### config.mk
export PLATFORM = sky130hd
export DESIGN_NAME = message_queue_list_pointers
export DESIGN_NICKNAME = d
export VERILOG_FILES = /design/src/logic/message_queue_pkg.sv /design/src/logic/base_holder.sv /design/src/logic/list_pointer.sv /design/src/logic/message_queue_list_pointers.sv
export SDC_FILE = /design/constraint.sdc
export NUM_CORES = 1
export LEC_CHECK = 0
export BUFFER_PORTS_ARGS = -buffer_cell sky130_fd_sc_hd__buf_2
export CORE_ASPECT_RATIO = 0.75
export CORE_MARGIN = 2
export CORE_UTILIZATION = 44
export DETAILED_ROUTE_END_ITERATION = 8
export PLACE_DENSITY_LB_ADDON = 0.12
export SETUP_SLACK_MARGIN = 0.3
export SLEW_MARGIN = 25
export SYNTH_ARGS = -nofsm -noshare
export SYNTH_HDL_FRONTEND = slang
export SYNTH_SLANG_ARGS = --single-unit
### constraint.sdc
create_clock -name ref_clk_i -period 4.8 [get_ports ref_clk_i]
set_input_delay 0.48 -clock ref_clk_i [delete_from_list [all_inputs] [get_ports ref_clk_i]]
set_output_delay 0.48 -clock ref_clk_i [all_outputs]
set_load 0.05 [all_outputs]
### src/logic/message_queue_pkg.sv
// Purpose: constants shared by the message queue list pointer block
// Assumes: 32-bit register words, byte offsets printed as byte addresses
// Notes:   the size mask decode lives here so every pointer uses one copy
package message_queue_pkg;

   // ---------------------------------------------------------------
   // field widths and positions
   // ---------------------------------------------------------------
   localparam int          PTR_W      = 18;
   localparam int          BASE_W     = 12;
   localparam int          BASE_LSB   = 20;
   localparam int          ADDR_W     = 12;
   localparam int          SIZE_W     = 3;
   localparam logic [17:0] PTR_STEP   = 18'h00004;
   localparam logic [17:0] PTR_RESET  = 18'h00000;
   localparam logic [11:0] BASE_RESET = 12'h000;

   // ---------------------------------------------------------------
   // register offsets
   // ---------------------------------------------------------------
   localparam logic [11:0] INBOUND_POST_BOTTOM_POINTER    = 12'h51C;
   localparam logic [11:0] INBOUND_POST_BOTTOM_INCREMENT  = 12'h520;
   localparam logic [11:0] INBOUND_POST_TOP_POINTER       = 12'h524;
   localparam logic [11:0] OUTBOUND_FREE_BOTTOM_POINTER   = 12'h528;
   localparam logic [11:0] OUTBOUND_FREE_BOTTOM_INCREMENT = 12'h52C;
   localparam logic [11:0] OUTBOUND_FREE_TOP_POINTER      = 12'h530;
   localparam int          ADVANCE_BIT                    = 0;

   // ---------------------------------------------------------------
   // queue size codes and bus answers
   // ---------------------------------------------------------------
   localparam logic [2:0]  SIZE_1K    = 3'h1;
   localparam logic [2:0]  SIZE_4K    = 3'h2;
   localparam logic [2:0]  SIZE_16K   = 3'h3;
   localparam logic [2:0]  SIZE_64K   = 3'h4;
   localparam logic [1:0]  RESP_OKAY  = 2'h0;
   localparam logic [1:0]  RESP_SLVERR = 2'h2;

   // bits of a pointer that an advance may change
   function automatic logic [17:0] size_mask(input logic [2:0] size);
      case (size)
         SIZE_4K:  size_mask = 18'h03FFC;
         SIZE_16K: size_mask = 18'h0FFFC;
         SIZE_64K: size_mask = 18'h3FFFC;
         default:  size_mask = 18'h00FFC;
      endcase
   endfunction : size_mask

endpackage : message_queue_pkg
### src/logic/base_holder.sv
// Purpose: registered copy of the processor-bus queue base address
// Assumes: base input is synchronous to ref_clk_i
// Notes:   read only from the register bus
`timescale 1ns/1ps
module base_holder
   import message_queue_pkg::*;
(
   // clock and reset
   input  logic              ref_clk_i,
   input  logic              rst_i,
   // base in and out
   input  logic [BASE_W-1:0] queue_base_address_i,
   output logic [BASE_W-1:0] base_o
);

   // follow the base once reset is released
   always_ff @(posedge ref_clk_i or posedge rst_i)
   begin
      if (rst_i)
         base_o <= BASE_RESET;
      else
         base_o <= queue_base_address_i;
   end

endmodule : base_holder

### src/logic/list_pointer.sv
// Purpose: one list pointer, loaded by software, advanced by hardware
// Assumes: load and advance are single-cycle pulses
// Notes:   a load in the same cycle as an advance wins
`timescale 1ns/1ps
module list_pointer
   import message_queue_pkg::*;
(
   // clock and reset
   input  logic              ref_clk_i,
   input  logic              rst_i,
   // control
   input  logic              load_i,
   input  logic [PTR_W-1:0]  load_value_i,
   input  logic              advance_i,
   input  logic [SIZE_W-1:0] size_i,
   // state
   output logic [PTR_W-1:0]  ptr_o
);

   logic [PTR_W-1:0] mask;
   logic [PTR_W-1:0] stepped;

   // step by four inside the window of the configured size
   always_comb
   begin
      mask    = size_mask(size_i);
      stepped = (ptr_o & ~mask) | ((ptr_o + PTR_STEP) & mask);
   end

   // pointer register
   always_ff @(posedge ref_clk_i or posedge rst_i)
   begin
      if (rst_i)
         ptr_o <= PTR_RESET;
      else if (load_i)
         ptr_o <= {load_value_i[PTR_W-1:2], 2'b00};
      else if (advance_i)
         ptr_o <= stepped;
   end

endmodule : list_pointer

### src/logic/message_queue_list_pointers.sv
// Purpose: inbound post and outbound free list pointers behind AXI4-Lite
// Assumes: PCI queue write strobes are one-cycle pulses on ref_clk_i
// Notes:   one write and one read in flight at a time
`timescale 1ns/1ps
module message_queue_list_pointers
   import message_queue_pkg::*;
(
   // clock and reset
   input  logic              ref_clk_i,
   input  logic              rst_i,
   // queue configuration and events
   input  logic [BASE_W-1:0] queue_base_address_i,
   input  logic [SIZE_W-1:0] queue_size_i,
   input  logic              pci_inbound_write_i,
   input  logic              pci_outbound_write_i,
   // axi write address and data
   input  logic [ADDR_W-1:0] s_axi_awaddr_i,
   input  logic              s_axi_awvalid_i,
   output logic              s_axi_awready_o,
   input  logic [31:0]       s_axi_wdata_i,
   input  logic [3:0]        s_axi_wstrb_i,
   input  logic              s_axi_wvalid_i,
   output logic              s_axi_wready_o,
   // axi write response
   output logic [1:0]        s_axi_bresp_o,
   output logic              s_axi_bvalid_o,
   input  logic              s_axi_bready_i,
   // axi read
   input  logic [ADDR_W-1:0] s_axi_araddr_i,
   input  logic              s_axi_arvalid_i,
   output logic              s_axi_arready_o,
   output logic [31:0]       s_axi_rdata_o,
   output logic [1:0]        s_axi_rresp_o,
   output logic              s_axi_rvalid_o,
   input  logic              s_axi_rready_i,
   // pointer state for the queue engines
   output logic [PTR_W-1:0]  inbound_post_bottom_o,
   output logic [PTR_W-1:0]  inbound_post_top_o,
   output logic [PTR_W-1:0]  outbound_free_bottom_o,
   output logic [PTR_W-1:0]  outbound_free_top_o
);

   // ---------------------------------------------------------------
   // helper functions
   // ---------------------------------------------------------------

   // merge written byte lanes into a pointer, low bits forced to zero
   function automatic logic [17:0] merge_ptr(input logic [17:0] old,
                                             input logic [31:0] data,
                                             input logic [3:0]  strb);
      logic [17:0] v;
      v = old;
      if (strb[0])
         v[7:0] = data[7:0];
      if (strb[1])
         v[15:8] = data[15:8];
      if (strb[2])
         v[17:16] = data[17:16];
      v[1:0] = 2'b00;
      merge_ptr = v;
   endfunction : merge_ptr

   // full pointer word as seen on the bus
   function automatic logic [31:0] ptr_word(input logic [11:0] base,
                                            input logic [17:0] ptr);
      ptr_word = {base, 2'b00, ptr[17:2], 2'b00};
   endfunction : ptr_word

   // ---------------------------------------------------------------
   // declarations
   // ---------------------------------------------------------------
   logic [ADDR_W-1:0] aw_addr;
   logic [31:0]       w_data;
   logic [3:0]        w_strb;
   logic              wr_fire;
   logic              wr_hit;
   logic [BASE_W-1:0] base;
   logic              ipb_load;
   logic              ipt_load;
   logic              ofb_load;
   logic              oft_load;
   logic              ipb_adv;
   logic              ofb_adv;
   logic [PTR_W-1:0]  ipb_ptr;
   logic [PTR_W-1:0]  ipt_ptr;
   logic [PTR_W-1:0]  ofb_ptr;
   logic [PTR_W-1:0]  oft_ptr;
   logic [PTR_W-1:0]  mask;
   logic [31:0]       next_rdata;
   logic              next_rhit;

   // ---------------------------------------------------------------
   // write channel
   // ---------------------------------------------------------------

   // address and data held until the response is taken
   assign wr_fire = !s_axi_awready_o && !s_axi_wready_o && !s_axi_bvalid_o;

   // write address capture
   always_ff @(posedge ref_clk_i or posedge rst_i)
   begin
      if (rst_i)
      begin
         s_axi_awready_o <= 1'b1;
         aw_addr         <= '0;
      end
      else if (s_axi_awvalid_i && s_axi_awready_o)
      begin
         s_axi_awready_o <= 1'b0;
         aw_addr         <= s_axi_awaddr_i;
      end
      else if (s_axi_bvalid_o && s_axi_bready_i)
         s_axi_awready_o <= 1'b1;
   end

   // write data capture
   always_ff @(posedge ref_clk_i or posedge rst_i)
   begin
      if (rst_i)
      begin
         s_axi_wready_o <= 1'b1;
         w_data         <= '0;
         w_strb         <= '0;
      end
      else if (s_axi_wvalid_i && s_axi_wready_o)
      begin
         s_axi_wready_o <= 1'b0;
         w_data         <= s_axi_wdata_i;
         w_strb         <= s_axi_wstrb_i;
      end
      else if (s_axi_bvalid_o && s_axi_bready_i)
         s_axi_wready_o <= 1'b1;
   end

   // address decode for the write
   always_comb
   begin
      case (aw_addr)
         INBOUND_POST_BOTTOM_POINTER,
         INBOUND_POST_BOTTOM_INCREMENT,
         INBOUND_POST_TOP_POINTER,
         OUTBOUND_FREE_BOTTOM_POINTER,
         OUTBOUND_FREE_BOTTOM_INCREMENT,
         OUTBOUND_FREE_TOP_POINTER: wr_hit = 1'b1;
         default:                   wr_hit = 1'b0;
      endcase
   end

   // write response
   always_ff @(posedge ref_clk_i or posedge rst_i)
   begin
      if (rst_i)
      begin
         s_axi_bvalid_o <= 1'b0;
         s_axi_bresp_o  <= RESP_OKAY;
      end
      else if (wr_fire)
      begin
         s_axi_bvalid_o <= 1'b1;
         s_axi_bresp_o  <= wr_hit ? RESP_OKAY : RESP_SLVERR;
      end
      else if (s_axi_bready_i)
         s_axi_bvalid_o <= 1'b0;
   end

   // ---------------------------------------------------------------
   // pointer control
   // ---------------------------------------------------------------

   // loads from software and advance-bit writes
   always_comb
   begin
      ipb_load = wr_fire && (aw_addr == INBOUND_POST_BOTTOM_POINTER);
      ipt_load = wr_fire && (aw_addr == INBOUND_POST_TOP_POINTER);
      ofb_load = wr_fire && (aw_addr == OUTBOUND_FREE_BOTTOM_POINTER);
      oft_load = wr_fire && (aw_addr == OUTBOUND_FREE_TOP_POINTER);
      ipb_adv  = wr_fire && (aw_addr == INBOUND_POST_BOTTOM_INCREMENT)
                 && w_strb[0] && w_data[ADVANCE_BIT];
      ofb_adv  = wr_fire && (aw_addr == OUTBOUND_FREE_BOTTOM_INCREMENT)
                 && w_strb[0] && w_data[ADVANCE_BIT];
      mask     = size_mask(queue_size_i);
   end

   // queue base copy
   base_holder u_base (
      .ref_clk_i            (ref_clk_i),
      .rst_i                (rst_i),
      .queue_base_address_i (queue_base_address_i),
      .base_o               (base)
   );

   // inbound post bottom, moved only by its advance bit
   list_pointer u_ipb (
      .ref_clk_i    (ref_clk_i),
      .rst_i        (rst_i),
      .load_i       (ipb_load),
      .load_value_i (merge_ptr(ipb_ptr, w_data, w_strb)),
      .advance_i    (ipb_adv),
      .size_i       (queue_size_i),
      .ptr_o        (ipb_ptr)
   );

   // inbound post top, moved by each pci inbound queue write
   list_pointer u_ipt (
      .ref_clk_i    (ref_clk_i),
      .rst_i        (rst_i),
      .load_i       (ipt_load),
      .load_value_i (merge_ptr(ipt_ptr, w_data, w_strb)),
      .advance_i    (pci_inbound_write_i),
      .size_i       (queue_size_i),
      .ptr_o        (ipt_ptr)
   );

   // outbound free bottom, moved only by its advance bit
   list_pointer u_ofb (
      .ref_clk_i    (ref_clk_i),
      .rst_i        (rst_i),
      .load_i       (ofb_load),
      .load_value_i (merge_ptr(ofb_ptr, w_data, w_strb)),
      .advance_i    (ofb_adv),
      .size_i       (queue_size_i),
      .ptr_o        (ofb_ptr)
   );

   // outbound free top, moved by each pci outbound queue write
   list_pointer u_oft (
      .ref_clk_i    (ref_clk_i),
      .rst_i        (rst_i),
      .load_i       (oft_load),
      .load_value_i (merge_ptr(oft_ptr, w_data, w_strb)),
      .advance_i    (pci_outbound_write_i),
      .size_i       (queue_size_i),
      .ptr_o        (oft_ptr)
   );

   // pointer outputs straight from the pointer flops
   assign inbound_post_bottom_o  = ipb_ptr;
   assign inbound_post_top_o     = ipt_ptr;
   assign outbound_free_bottom_o = ofb_ptr;
   assign outbound_free_top_o    = oft_ptr;

   // ---------------------------------------------------------------
   // read channel
   // ---------------------------------------------------------------

   // read data mux
   always_comb
   begin
      next_rhit  = 1'b1;
      case (s_axi_araddr_i)
         INBOUND_POST_BOTTOM_POINTER:    next_rdata = ptr_word(base, ipb_ptr);
         INBOUND_POST_TOP_POINTER:       next_rdata = ptr_word(base, ipt_ptr);
         OUTBOUND_FREE_BOTTOM_POINTER:   next_rdata = ptr_word(base, ofb_ptr);
         OUTBOUND_FREE_TOP_POINTER:      next_rdata = ptr_word(base, oft_ptr);
         INBOUND_POST_BOTTOM_INCREMENT,
         OUTBOUND_FREE_BOTTOM_INCREMENT: next_rdata = 32'h00000000;
         default:
         begin
            next_rdata = 32'h00000000;
            next_rhit  = 1'b0;
         end
      endcase
   end

   // read handshake and data register
   always_ff @(posedge ref_clk_i or posedge rst_i)
   begin
      if (rst_i)
      begin
         s_axi_arready_o <= 1'b1;
         s_axi_rvalid_o  <= 1'b0;
         s_axi_rdata_o   <= 32'h00000000;
         s_axi_rresp_o   <= RESP_OKAY;
      end
      else if (s_axi_arvalid_i && s_axi_arready_o)
      begin
         s_axi_arready_o <= 1'b0;
         s_axi_rvalid_o  <= 1'b1;
         s_axi_rdata_o   <= next_rdata;
         s_axi_rresp_o   <= next_rhit ? RESP_OKAY : RESP_SLVERR;
      end
      else if (s_axi_rvalid_o && s_axi_rready_i)
      begin
         s_axi_arready_o <= 1'b1;
         s_axi_rvalid_o  <= 1'b0;
      end
   end
endmodule : message_queue_list_pointers

==> results of run 1 <==
==> cell type report <==
cell class / count / area share (%)
inverters: 15 / 0.6624
clock inverters: 12 / 1.143
well taps: 242 / 3.143
multi-input cells: 630 / 43.67
repair buffers: 177 / 9.456
flip-flops and latches: 143 / 37.19
clock buffers: 20 / 4.741
==> per-layer routing <==
| metal | routed length, um | track usage [%] |
|---|---|---|
| met1 | 12770 | 43.48 |
| met2 | 11040 | 39.41 |
| met3 | 2944 | 8.954 |
| met4 | 259 | 5.068 |
| met5 | 0 | 0 |
==> kinds of logic after synthesis <==
logic type	count (synthesis)	synth area share, %
other	1	0.04636
XOR/XNOR	2	0.2166
AO/OA/AOI/OAI	252	22.38
AND/OR/NAND/NOR	321	22.54
flip-flops	143	44.28
adder cells (fa/ha/maj)	4	0.6187
multiplexers	37	5.074
buffers and inverters	73	4.841
==> power by group through the flow <==
stage / clock [mW] / combinational (mW) / sequential [mW]
floorplan: 0 / 0.633 / 1.93
global placement: 0 / 1.07 / 1.86
detailed placement: 0 / 1.08 / 1.86
CTS: 1.31 / 1.08 / 1.84
global route: 1.36 / 1.17 / 1.90
finish: 1.28 / 1.09 / 1.86
==> cells in the final DEF, fill, tap and decap left out, types with 14 or more instances in the layout <==
| cell | instances |
|---|---|
| inv_1 | 14 |
| a22oi_1 | 37 |
| nor3_1 | 30 |
| o21ai_0 | 44 |
| nand4_1 | 21 |
| dfrtp_1 | 140 |
| nand3_1 | 43 |
| a21oi_1 | 34 |
| buf_2 | 167 |
| mux2_2 | 32 |
| nand2_1 | 84 |
| a22o_1 | 28 |
| nor2_1 | 43 |
| clkbuf_16 | 17 |
| conb_1 | 14 |
==> stage by stage <==
stage	worst slack [ns]	hold WS (ns)	instance area [sq um]	utilization (%)
global placement	1.749	0.4449	9044	50.77
global route	1.428	0.1370	9633	54.07
detailed placement	1.745	0.4483	9059	50.85
floorplan	0.4870	0.4425	8138	-
finish	1.573	0.1586	9633	54.07
CTS	1.730	0.1421	9625	54.03
==> worst paths after layout <==
path                                           to               startpoint
worst max-delay path              u_oft.ptr_o[13]               aw_addr[9]
worst min register to register  s_axi_rdata_o[25]         u_base.base_o[5]
worst min-delay path             u_base.base_o[9]  queue_base_address_i[9]
max in group asynchronous        s_axi_rdata_o[9]                    rst_i
worst max register to register    u_oft.ptr_o[13]               aw_addr[9]
min in group asynchronous       s_axi_rdata_o[31]                    rst_i
==> sequential cells by signal, summed over array words and instances, names as in the netlist <==
| name | flops |
|---|---|
| s_axi_rdata_o | 28 |
| w_data | 17 |
| u_ipb.ptr_o | 16 |
| u_ipt.ptr_o | 16 |
| u_ofb.ptr_o | 16 |
| u_oft.ptr_o | 16 |
| aw_addr | 12 |
| u_base.base_o | 12 |
| w_strb | 3 |
| s_axi_arready_o | 1 |
| s_axi_awready_o | 1 |
| s_axi_bresp_o | 1 |
| s_axi_bvalid_o | 1 |
| s_axi_rresp_o | 1 |
| s_axi_rvalid_o | 1 |
| s_axi_wready_o | 1 |
==> worst max-delay path, delay by kind of cell (launching register included) <==
family           cells  cell delay, ns
AND/OR/NAND/NOR      3            2.27
AO/OA/AOI/OAI        2            0.45
flip-flops           1            0.39
==> impl_results.md, run 1 <==
* Clock transition at path regs at about 0.06 ns
* Worst-Margin Slew at between 1 and 1.5 ns
* Internal Power at about 2.5 mW
* Drt initial violations at between 1000 and 1500
* Fin. Hold Viols at 0
* Final setup fails at 0
* Cell count after placement at 1206
* Cell with the most instances after synthesis: dfrtp_1
* Synth-to-Final Area Change at 19.09%
* Hold Path Class: in2reg
* Combinational Power Share at about 26%
* Final net count at about 1100
* DIE AREA at 19500 sq um
* Total power at about 4.2 mW
* Yosys warns at 0
* Asr flop ratio synth at 100.0%
* Pins Over Slew Limit at 0
* Number of fillers in the final layout at 1690
* Width of the die at 160.6 um
* Largest net degree at the start of global routing at between 100 and 150
* Unrepaired setup endpoints after global routing: false
* Mapped Cells at between 800 and 900
* Synth cell types at 80
* CP peak stage delay at roughly 1.2 ns
* CTS tree: done
* Clock Sinks at around 140
* Crit. End Element: flip-flop
* Clock power frac at 30.4%
* NetSw at between 1.5 and 2 mW
* MaxCap Viol Count at 0
* N_diodes at 0
* CP cell instances: nand4bb_1 -> nor4_4 -> nand2_1 -> a21boi_0 -> o21a_1
* Wire length per cell at roughly 22 um
* Routed WL at 27010 um
* Area of the multi-input gates at about 4200 sq um
* Clk_lat worst skew at about 0.42 ns
* FF/Latch Area at between 3000 and 4000 sq um
* Synth area leaders: dfrtp_1 43%, mux2_2 4.5%, nand2_1 3.9%
* Period minus WS final at 3.227 ns
* H-tree depth at 4
* Final Skew at 0.005878 ns
* I/O pins at slightly below 200
* Vias at 7730
* Post-Synthesis Cell Area at around 8100 sq um
* Top_reg_cell synth: dfrtp_1
* Drt via density at 6.239
* Max Freq at around 0.31 GHz
* Vias in the first global route at between 7000 and 8000
* Clock root buffer: clkbuf_16
* Total negative slack at 0 ns
* EDFF count, synth at 0
* Global-route wire length before repair at around 42000 um
* Post-synth top cells: 140 x dfrtp_1, 85 x nand2_1, 44 x o21ai_0
* Post-CTS setup buffer count at 0
* Die height at 121.4 um
* Hpwl dp at 19820 um
* Area leader, netlist: dfrtp_1
* Num CTS Buffers at 17
* Antenna-violating nets left at 0
* DRC viols at 0
* Non-Filler Instances at approximately 1200
* Pwr dens at 439.3 nW/um^2
* Pleak at approximately 4.3 nW
* Reg power frac at 43.9%
* Crit Path Class: reg2reg
* Routability cong. at 0.9388
* Critical Path Slowest Stage Cell: nor4_4
* Register area share after synthesis at about 44%
* Net Sw Frac at 40.24%
* Post-CTS Hold Fix Bufs at 0
* Arrival time worst endpoint at approximately 3.5 ns
* Slew headroom at 30.20%
* Max rail drop VDD at roughly 0.42 mV
* Clock Path Buffers at 2
* Top cell type's share of synthesized area at 43.31%
* Status: finished, final reports clean
* Total track usage at ~28%
* Crit-path max FO at 17
* WP data required at roughly 5.1 ns
* Initial antenna violation count at 0
* R2r setup slk at roughly 1.6 ns
* CP Launch Type: flip-flop
* Initial Utilization at between 40% and 50%
* IO Port Bufs at about 170
* Drt pass-1 iters at 6
* Share of layout cells above drive strength 1 at 27.58%
* GRT overflow at 0
* Resize count post-CTS at 0
* Row cnt at 42
* Worst reg-to-reg path cell count at 5
* Cell depth of the worst hold path at 1
* Core ar. at between 15000 and 20000 sq um
* Mean Syn Cell Area at a little under 10 sq um
* Synth Register Bits at 143
* Final period util at approximately 67%
Note: power is estimated with default switching activity, not from simulation.
==> inputs of run 2 (changes only) <==
- ABC_AREA: unset -> 1
- clock period: 4.8 -> 3.2 ns (I/O delays scaled with it)
==> run 2 against run 1 <==
Against the previous run:
- global-route usage is 0.91 points lower
- clock-buffer cell count down 3
- synthesized cell count grew 50%
- die area grew 9.2%
- area after synthesis grew 9.5%
- combinational power is 61% higher
- maximum frequency grew 48%
- sequential power increased by 42%
- clock skew is 0.0017 ns higher
==> impl_results.md, run 2 <==
* Yosys warns at 0 (unchanged)
* Slew headroom at 33.40% (was 30.20%)
* IO Port Bufs at 166 (unchanged)
* DIE AREA at 21300 sq um (was 19500 sq um)
* Total track usage at 27.55% (was 28.45%)
* Pleak at 5.731 nW (was 4.270 nW)
* Crit Path Class: reg2reg (unchanged)
* Non-Filler Instances at 1689 (was 1239)
* Pins Over Slew Limit at 0 (unchanged)
* Final net count at 1511 (was 1072)
* Largest registers: s_axi_rdata_o x28, w_data x17 (unchanged)
* Clock Sinks at 143 (unchanged)
* Drt initial violations at 946 (was 1043)
* Synth area leaders: dfrtp_1 40%, nand2_1 18%, nand3_1 9.1% (was dfrtp_1 43%, mux2_2 4.5%, nand2_1 3.9%)
* Core ar. at 19540 sq um (was 17810 sq um)
* Fin. Hold Viols at 0 (unchanged)
* Crit-path max FO at 18 (was 17)
* Clock Path Buffers at 2 (unchanged)
* Drt pass-1 iters at 5 (was 6)
* Final instance area at 10560 sq um (was 9633 sq um)
* DRC viols at 0 (unchanged)
* Die height at 126.9 um (was 121.4 um)
* Vias at 9077 (was 7730)
* Drt via density at 5.374 (was 6.239)
* GRT overflow at 0 (unchanged)
* Clock power frac at 31.0% (was 30.4%)
* Unrepaired setup endpoints after global routing: false (unchanged)
* EDFF count, synth at 0 (unchanged)
* Wire length per cell at 17.21 um (was 21.80 um)
* Top reg by flops: s_axi_rdata_o (unchanged)
* Hpwl dp at 21700 um (was 19820 um)
* Hold Slack at 0.07614 ns (was 0.1586 ns)
* Asr flop ratio synth at 100.0% (unchanged)
* Global-route wire length before repair at 45190 um (was 42260 um)
* Cell count after placement at 1644 (was 1206)
* Initial Utilization at 45.33% (was 45.41%)
* N_diodes at 0 (unchanged)
* Reg power frac at 41.4% (was 43.9%)
* CTS tree: done (unchanged)
* MaxCap Viol Count at 0 (unchanged)
* Width of the die at 167.9 um (was 160.6 um)
* Number of fillers in the final layout at 1943 (was 1690)
* Area leader, netlist: dfrtp_1 (unchanged)
* Arrival time worst endpoint at 2.51 ns (was 3.53 ns)
* Status: finished, final reports clean (unchanged)
* Mapped Cells at 1252 (was 833)
* Combinational Power Share at 27.6% (was 25.7%)
* Top_reg_cell synth: dfrtp_1 (unchanged)
* Commonest non-fill, non-tap cell in the layout: nand2_1 (was buf_2)
* Final Skew at 0.007599 ns (was 0.005878 ns)
* Total negative slack at 0 ns (unchanged)
* CP Launch Type: flip-flop (unchanged)
* Final period util at 68.30% (was 67.23%)
* Max rail drop VDD at 0.4094 mV (was 0.4152 mV)
* Cell with the most instances after synthesis: nand2_1 (was dfrtp_1)
* FF/Latch Area at 3582 sq um (unchanged)
* Row cnt at 44 (was 42)
* Pwr dens at 605.0 nW/um^2 (was 439.3 nW/um^2)
* Routed WL at 29070 um (was 27010 um)
* Synth cell types at 42 (was 80)
* H-tree depth at 4 (unchanged)
* Placement Setup Slack at 0.9830 ns (was 1.745 ns)
* Largest net degree at the start of global routing at 58 (was 107)
* Total power at 6.387 mW (was 4.232 mW)
* Max Freq at 0.4575 GHz (was 0.3099 GHz)
* Core occupancy in the finished layout at 54.02% (was 54.07%)
* Num CTS Buffers at 17 (unchanged)
* Resize count post-CTS at 0 (unchanged)
* Hold Path Class: in2reg (unchanged)
* Clock transition at path regs at 0.07 ns (was 0.06 ns)
* Internal Power at 3.697 mW (was 2.529 mW)
* Synth Register Bits at 143 (unchanged)
* Crit. End Element: flip-flop (unchanged)
* NetSw at 2.690 mW (was 1.703 mW)
* Post-Synthesis Cell Area at 8860 sq um (was 8089 sq um)
* Share of layout cells above drive strength 1 at 20.06% (was 27.58%)
* I/O pins at 197 (unchanged)
* Synth-to-Final Area Change at 19.16% (was 19.09%)
* Post-DP Area at 9854 sq um (was 9059 sq um)
* Routability cong. at 0.9278 (was 0.9388)
* Max FFs per register at 28 (unchanged)
* Net Sw Frac at 42.12% (was 40.24%)
* Top cell type's share of synthesized area at 39.54% (was 43.31%)
* Area of the multi-input gates at 4584 sq um (was 4207 sq um)
* Clock root buffer: clkbuf_16 (unchanged)
* Final setup fails at 0 (unchanged)
* Mean Syn Cell Area at 7.076 sq um (was 9.711 sq um)
* Post-synth top cells: 435 x nand2_1, 161 x nand3_1, 140 x dfrtp_1 (was 140 x dfrtp_1, 85 x nand2_1, 44 x o21ai_0)
* WP data required at 3.52 ns (was 5.11 ns)
* Initial antenna violation count at 0 (unchanged)
* Period minus WS final at 2.186 ns (was 3.227 ns)
* Register area share after synthesis at 40.43% (was 44.28%)
* Worst-Margin Slew at 0.9966 ns (was 1.039 ns)
* Vias in the first global route at 8212 (was 7079)
* Antenna-violating nets left at 0 (unchanged)
* Clk_lat worst skew at 0.44 ns (was 0.42 ns)
* Most frequent cells in the layout: 435 x nand2_1, 166 x buf_2, 161 x nand3_1, 140 x dfrtp_1, 101 x nor2_1 (was 167 x buf_2, 140 x dfrtp_1, 84 x nand2_1, 44 x o21ai_0)
* Final WS setup at 1.014 ns (was 1.573 ns)
-- run 2: power by group through the flow --
stage          clock [mW]  sequential, mW  combinational, mW
6_report             1.98            2.64               1.76
5_1_grt              2.09            2.68               1.91
4_1_cts              2.01            2.63               1.76
3_5_place_dp            0            2.66               1.74
3_3_place_gp            0            2.65               1.72
2_1_floorplan           0            2.82              0.923
-- run 2: timing repair --
action,CTS,global route
endpoints found under the setup margin,0,0
setup buffers,0,0
hold buffers,13,0
hold endpoints to repair,19,0
-- run 2: area by class of cell --
type | instances | share of cell area [%]
clock buffers | 17 | 4.029
clock inverters | 15 | 1.398
inverters | 121 | 4.385
multi-input cells | 954 | 43.42
flip-flops and latches | 143 | 33.93
well taps | 253 | 2.998
repair buffers | 186 | 9.837
-- run 2: final timing paths --
check                             startpoint                end  slack [ns]  cells after the start
setup / recovery              s_axi_wready_o     u_ofb.ptr_o[4]        1.01                      9
max in group asynchronous              rst_i     u_ipt.ptr_o[7]        2.08                      4
setup reg to reg              s_axi_wready_o     u_ofb.ptr_o[4]        1.01                      9
min in group asynchronous              rst_i     u_oft.ptr_o[8]        0.38                      3
hold / removal                s_axi_bready_i     s_axi_bvalid_o        0.08                      2
hold reg to reg            u_base.base_o[10]  s_axi_rdata_o[30]        0.47                      2
-- run 2: logic make-up (layout without fill, tap and decap cells) --
kind of cell | after synthesis | count (layout) | share of synthesized area (%)
AO/OA/AOI/OAI | 113 | 113 | 6.807
XOR/XNOR | 28 | 28 | 2.768
adder cells (fa/ha/maj) | 4 | 4 | 0.5649
buffers and inverters | 168 | 339 | 8.375
flip-flops | 143 | 143 | 40.43
multiplexers | 17 | 17 | 2.161
other | 1 | 14 | 0.04233
AND/OR/NAND/NOR | 778 | 778 | 38.85
-- run 2: routing by layer --
layer | up-vias | global-route usage [%] | part of all wire, %
met5 | - | 0 | 0
met4 | 0 | 8.440 | 1.8
met3 | 50 | 5.086 | 9.7
met2 | 471 | 40.03 | 42
met1 | 4196 | 41.51 | 47
li1 | 4360 | - | -
-- run 2: worst max-delay path: stages (launching register included) --
cell and delay (ns):
dfstp_2 0.55, nor2_1 0.06, nand2_2 0.14, inv_4 0.12, nand3_4 0.26, clkinv_2 0.30, nand2_2 0.19, nand2_1 0.15
o21ai_0 0.21, inv_1 0.06
==> inputs of run 3 (changes only) <==
- ABC_AREA: 1 -> 0
- clock period: 3.2 -> 1.8 ns (I/O delays scaled with it)
==> run 3 against run 2 <==
Against the previous run:
- the flow now finishes with violations (setup timing)
- sequential share of layout area decreased by 6.5 points
- sequential power grew 83%
- utilization up 20 points
- clock power is 91% higher
- die area decreased by 8.5%
- first-iteration DRC count grew 19%
- critical path type unchanged
==> impl_results.md, run 3 (synthesized netlist as in run 1, its figures left out) <==
* Status: finished, violations left (was finished, final reports clean)
* Violated checks: setup timing
* Clock Sinks at 143 (unchanged)
* IO Port Bufs at 166 (unchanged)
* Drt pass-1 iters at 6 (was 5)
* Num CTS Buffers at 17 (unchanged)
* Clk_lat worst skew at 0.43 ns (was 0.44 ns)
* Critical Path Slowest Stage Cell: or4_4 (was dfstp_2)
* H-tree depth at 4 (unchanged)
* Total power at 13.86 mW (was 6.387 mW)
* Clock Path Buffers at 2 (unchanged)
* Slew headroom at 53.92% (was 33.40%)
* Routed WL at 34280 um (was 29070 um)
* Final Skew at 0.007328 ns (was 0.007599 ns)
* Pwr dens at 1057 nW/um^2 (was 605.0 nW/um^2)
* Drt via density at 6.235 (was 5.374)
* Top reg by flops: s_axi_rdata_o (unchanged)
* Number of fillers in the final layout at 1193 (was 1943)
* Reg2reg end: u_ipb.ptr_o[10] (was u_ofb.ptr_o[4])
* Final setup fails at 64 (was 0)
* Global-route wire length before repair at 49790 um (was 45190 um)
* Worst reg-to-reg path cell count at 7 (was 9)
* Max rail drop VDD at 1.100 mV (was 0.4094 mV)
* I/O pins at 197 (unchanged)
* Clock root buffer: clkbuf_16 (unchanged)
* Commonest non-fill, non-tap cell in the layout: buf_2 (was nand2_1)
* Total track usage at 33.63% (was 27.55%)
* Max Freq at 0.4582 GHz (was 0.4575 GHz)
* CP peak stage delay at 0.48 ns (was 0.55 ns)
* DRC viols at 0 (unchanged)
* CTS tree: done (unchanged)
* R2r setup slk at -0.38 ns (was 1.01 ns)
* N_diodes at 0 (unchanged)
* Width of the die at 160.6 um (was 167.9 um)
* Drt initial violations at 1127 (was 946)
* Endpoint, Worst Hold: aw_addr[11] (was s_axi_bvalid_o)
* CP delay by family, top: simple AND/OR/NAND/NOR gates (unchanged)
* FF/Latch Area at 3605 sq um (was 3582 sq um)
* Period minus WS final at 2.182 ns (was 2.186 ns)
* Final net count at 1330 (was 1511)
* Largest net degree at the start of global routing at 30 (was 58)
* Routability cong. at 0.9558 (was 0.9278)
* Pins Over Slew Limit at 0 (unchanged)
* Unrepaired setup endpoints after global routing: true (was false)
* Crit. End Element: flip-flop (unchanged)
* Reg2reg start: s_axi_awready_o (was s_axi_wready_o)
* Most frequent cells in the layout: 164 x buf_2, 154 x buf_4, 122 x dfrtp_1, 70 x nand2_1, 49 x dlygate4sd3_1 (was 435 x nand2_1, 166 x buf_2, 161 x nand3_1, 140 x dfrtp_1, 101 x nor2_1)
* Share of layout cells above drive strength 1 at 48.37% (was 20.06%)
* Hpwl dp at 22790 um (was 21700 um)
* Clock transition at path regs at 0.06 ns (was 0.07 ns)
* Core ar. at 17810 sq um (was 19540 sq um)
* Largest registers: s_axi_rdata_o x28, w_data x17 (unchanged)
* Area of the multi-input gates at 4967 sq um (was 4584 sq um)
* Hold Path Class: in2reg (unchanged)
* Row cnt at 42 (was 44)
* CP cell instances: or3_4 -> buf_12 -> or4_4 -> buf_8 -> o41ai_2 -> a21oi_1 -> a311oi_1 (was nor2_1 -> nand2_2 -> inv_4 -> nand3_4 -> clkinv_2 -> nand2_2 -> nand2_1 -> o21ai_0 -> inv_1)
* Final period util at 121.2% (was 68.30%)
* Cell count after placement at 1368 (was 1644)
* Vias in the first global route at 8643 (was 8212)
* Crit-path max FO at 10 (was 18)
* Worst-Margin Slew at 0.6897 ns (was 0.9966 ns)
* Non-Filler Instances at 1497 (was 1689)
* MaxCap Viol Count at 0 (unchanged)
* Die height at 121.4 um (was 126.9 um)
* WL met2 at 14890 um (was 12140 um)
* CP Launch Type: flip-flop (unchanged)
* WP data required at 2.11 ns (was 3.52 ns)
* Met1 wire length at 13980 um (was 13590 um)
* Wire length per cell at 22.90 um (was 17.21 um)
* DIE AREA at 19500 sq um (was 21300 sq um)
* GRT overflow at 0 (unchanged)
* Max FFs per register at 28 (unchanged)
* Min-delay src: s_axi_awaddr_i[11] (was s_axi_bready_i)
* WP buf/inv at 2 (was 3)
* Pleak at 5.928 nW (was 5.731 nW)
* Antenna-violating nets left at 0 (unchanged)
* Fin. Hold Viols at 0 (unchanged)
* Vias at 9334 (was 9077)
* Initial antenna violation count at 0 (unchanged)
* Synth-to-Final Area Change at 62.20% (was 19.16%)
* Highest metal used: met4 (unchanged)
* Initial Utilization at 45.41% (was 45.33%)
* Crit Path Class: reg2reg (unchanged)
* Final WS setup at -0.3823 ns (was 1.014 ns)
* Arrival time worst endpoint at 2.49 ns (was 2.51 ns)
* Met3 WL at 4373 um (was 2815 um)
* Cell depth of the worst hold path at 2 (unchanged)
## run 3: layer usage
metal / vias up / track usage, %
met1: 4569 / 47.66
met4: 0 / 10.59
met2: 633 / 48.30
li1: 4035 / -
met3: 97 / 11.45
met5: - / 0
## run 3: metrics by stage
stage	hold WS, ns	instance area (sq um)	utilization [%]	setup slack [ns]	TNS (ns)
2_1_floorplan	0.2114	8379	-	-0.3216	-39.59
3_3_place_gp	0.2881	10640	59.71	-0.3480	-13.75
3_5_place_dp	0.2894	10640	59.71	-0.3621	-14.95
4_1_cts	0.003880	12440	69.85	-0.3265	-13.99
5_1_grt	0.007856	13120	73.65	-0.4338	-20.95
6_report	0.01259	13120	73.65	-0.3823	-17.37
## run 3: cell type report
| type | instances | area share [%] |
|---|---|---|
| clock buffers | 18 | 3.271 |
| clock inverters | 14 | 1.450 |
| inverters | 15 | 0.4578 |
| multi-input cells | 630 | 37.86 |
| flip-flops and latches | 143 | 27.47 |
| well taps | 242 | 2.308 |
| repair buffers | 435 | 27.18 |
## run 3: how the worst max path moves through the flow
| stage | startpoint | endpoint | depth (start not counted) |
|---|---|---|---|
| floorplan | rst_i | s_axi_bvalid_o | 1 |
| global placement | aw_addr[6] | u_oft.ptr_o[9] | 8 |
| detailed placement | aw_addr[6] | u_ipt.ptr_o[5] | 6 |
| CTS | aw_addr[6] | u_ipb.ptr_o[10] | 6 |
| global route | aw_addr[11] | u_ipb.ptr_o[13] | 9 |
| finish | s_axi_awready_o | u_ipb.ptr_o[10] | 7 |
## run 3: repair_timing
item	4_1_cts	5_1_grt
setup buffers	20	17
setup endpoints to repair	67	91
hold buffers	49	0
pin swaps	33	47
hold endpoints to repair	60	0
gates cloned	6	5
resized for setup	88	95
## run 3: power by group
group          switching [mW]  total, mW  internal, mW
Combinational            3.08       5.24          2.16
Clock                    1.46       3.78          2.32
Sequential               1.02       4.84          3.82
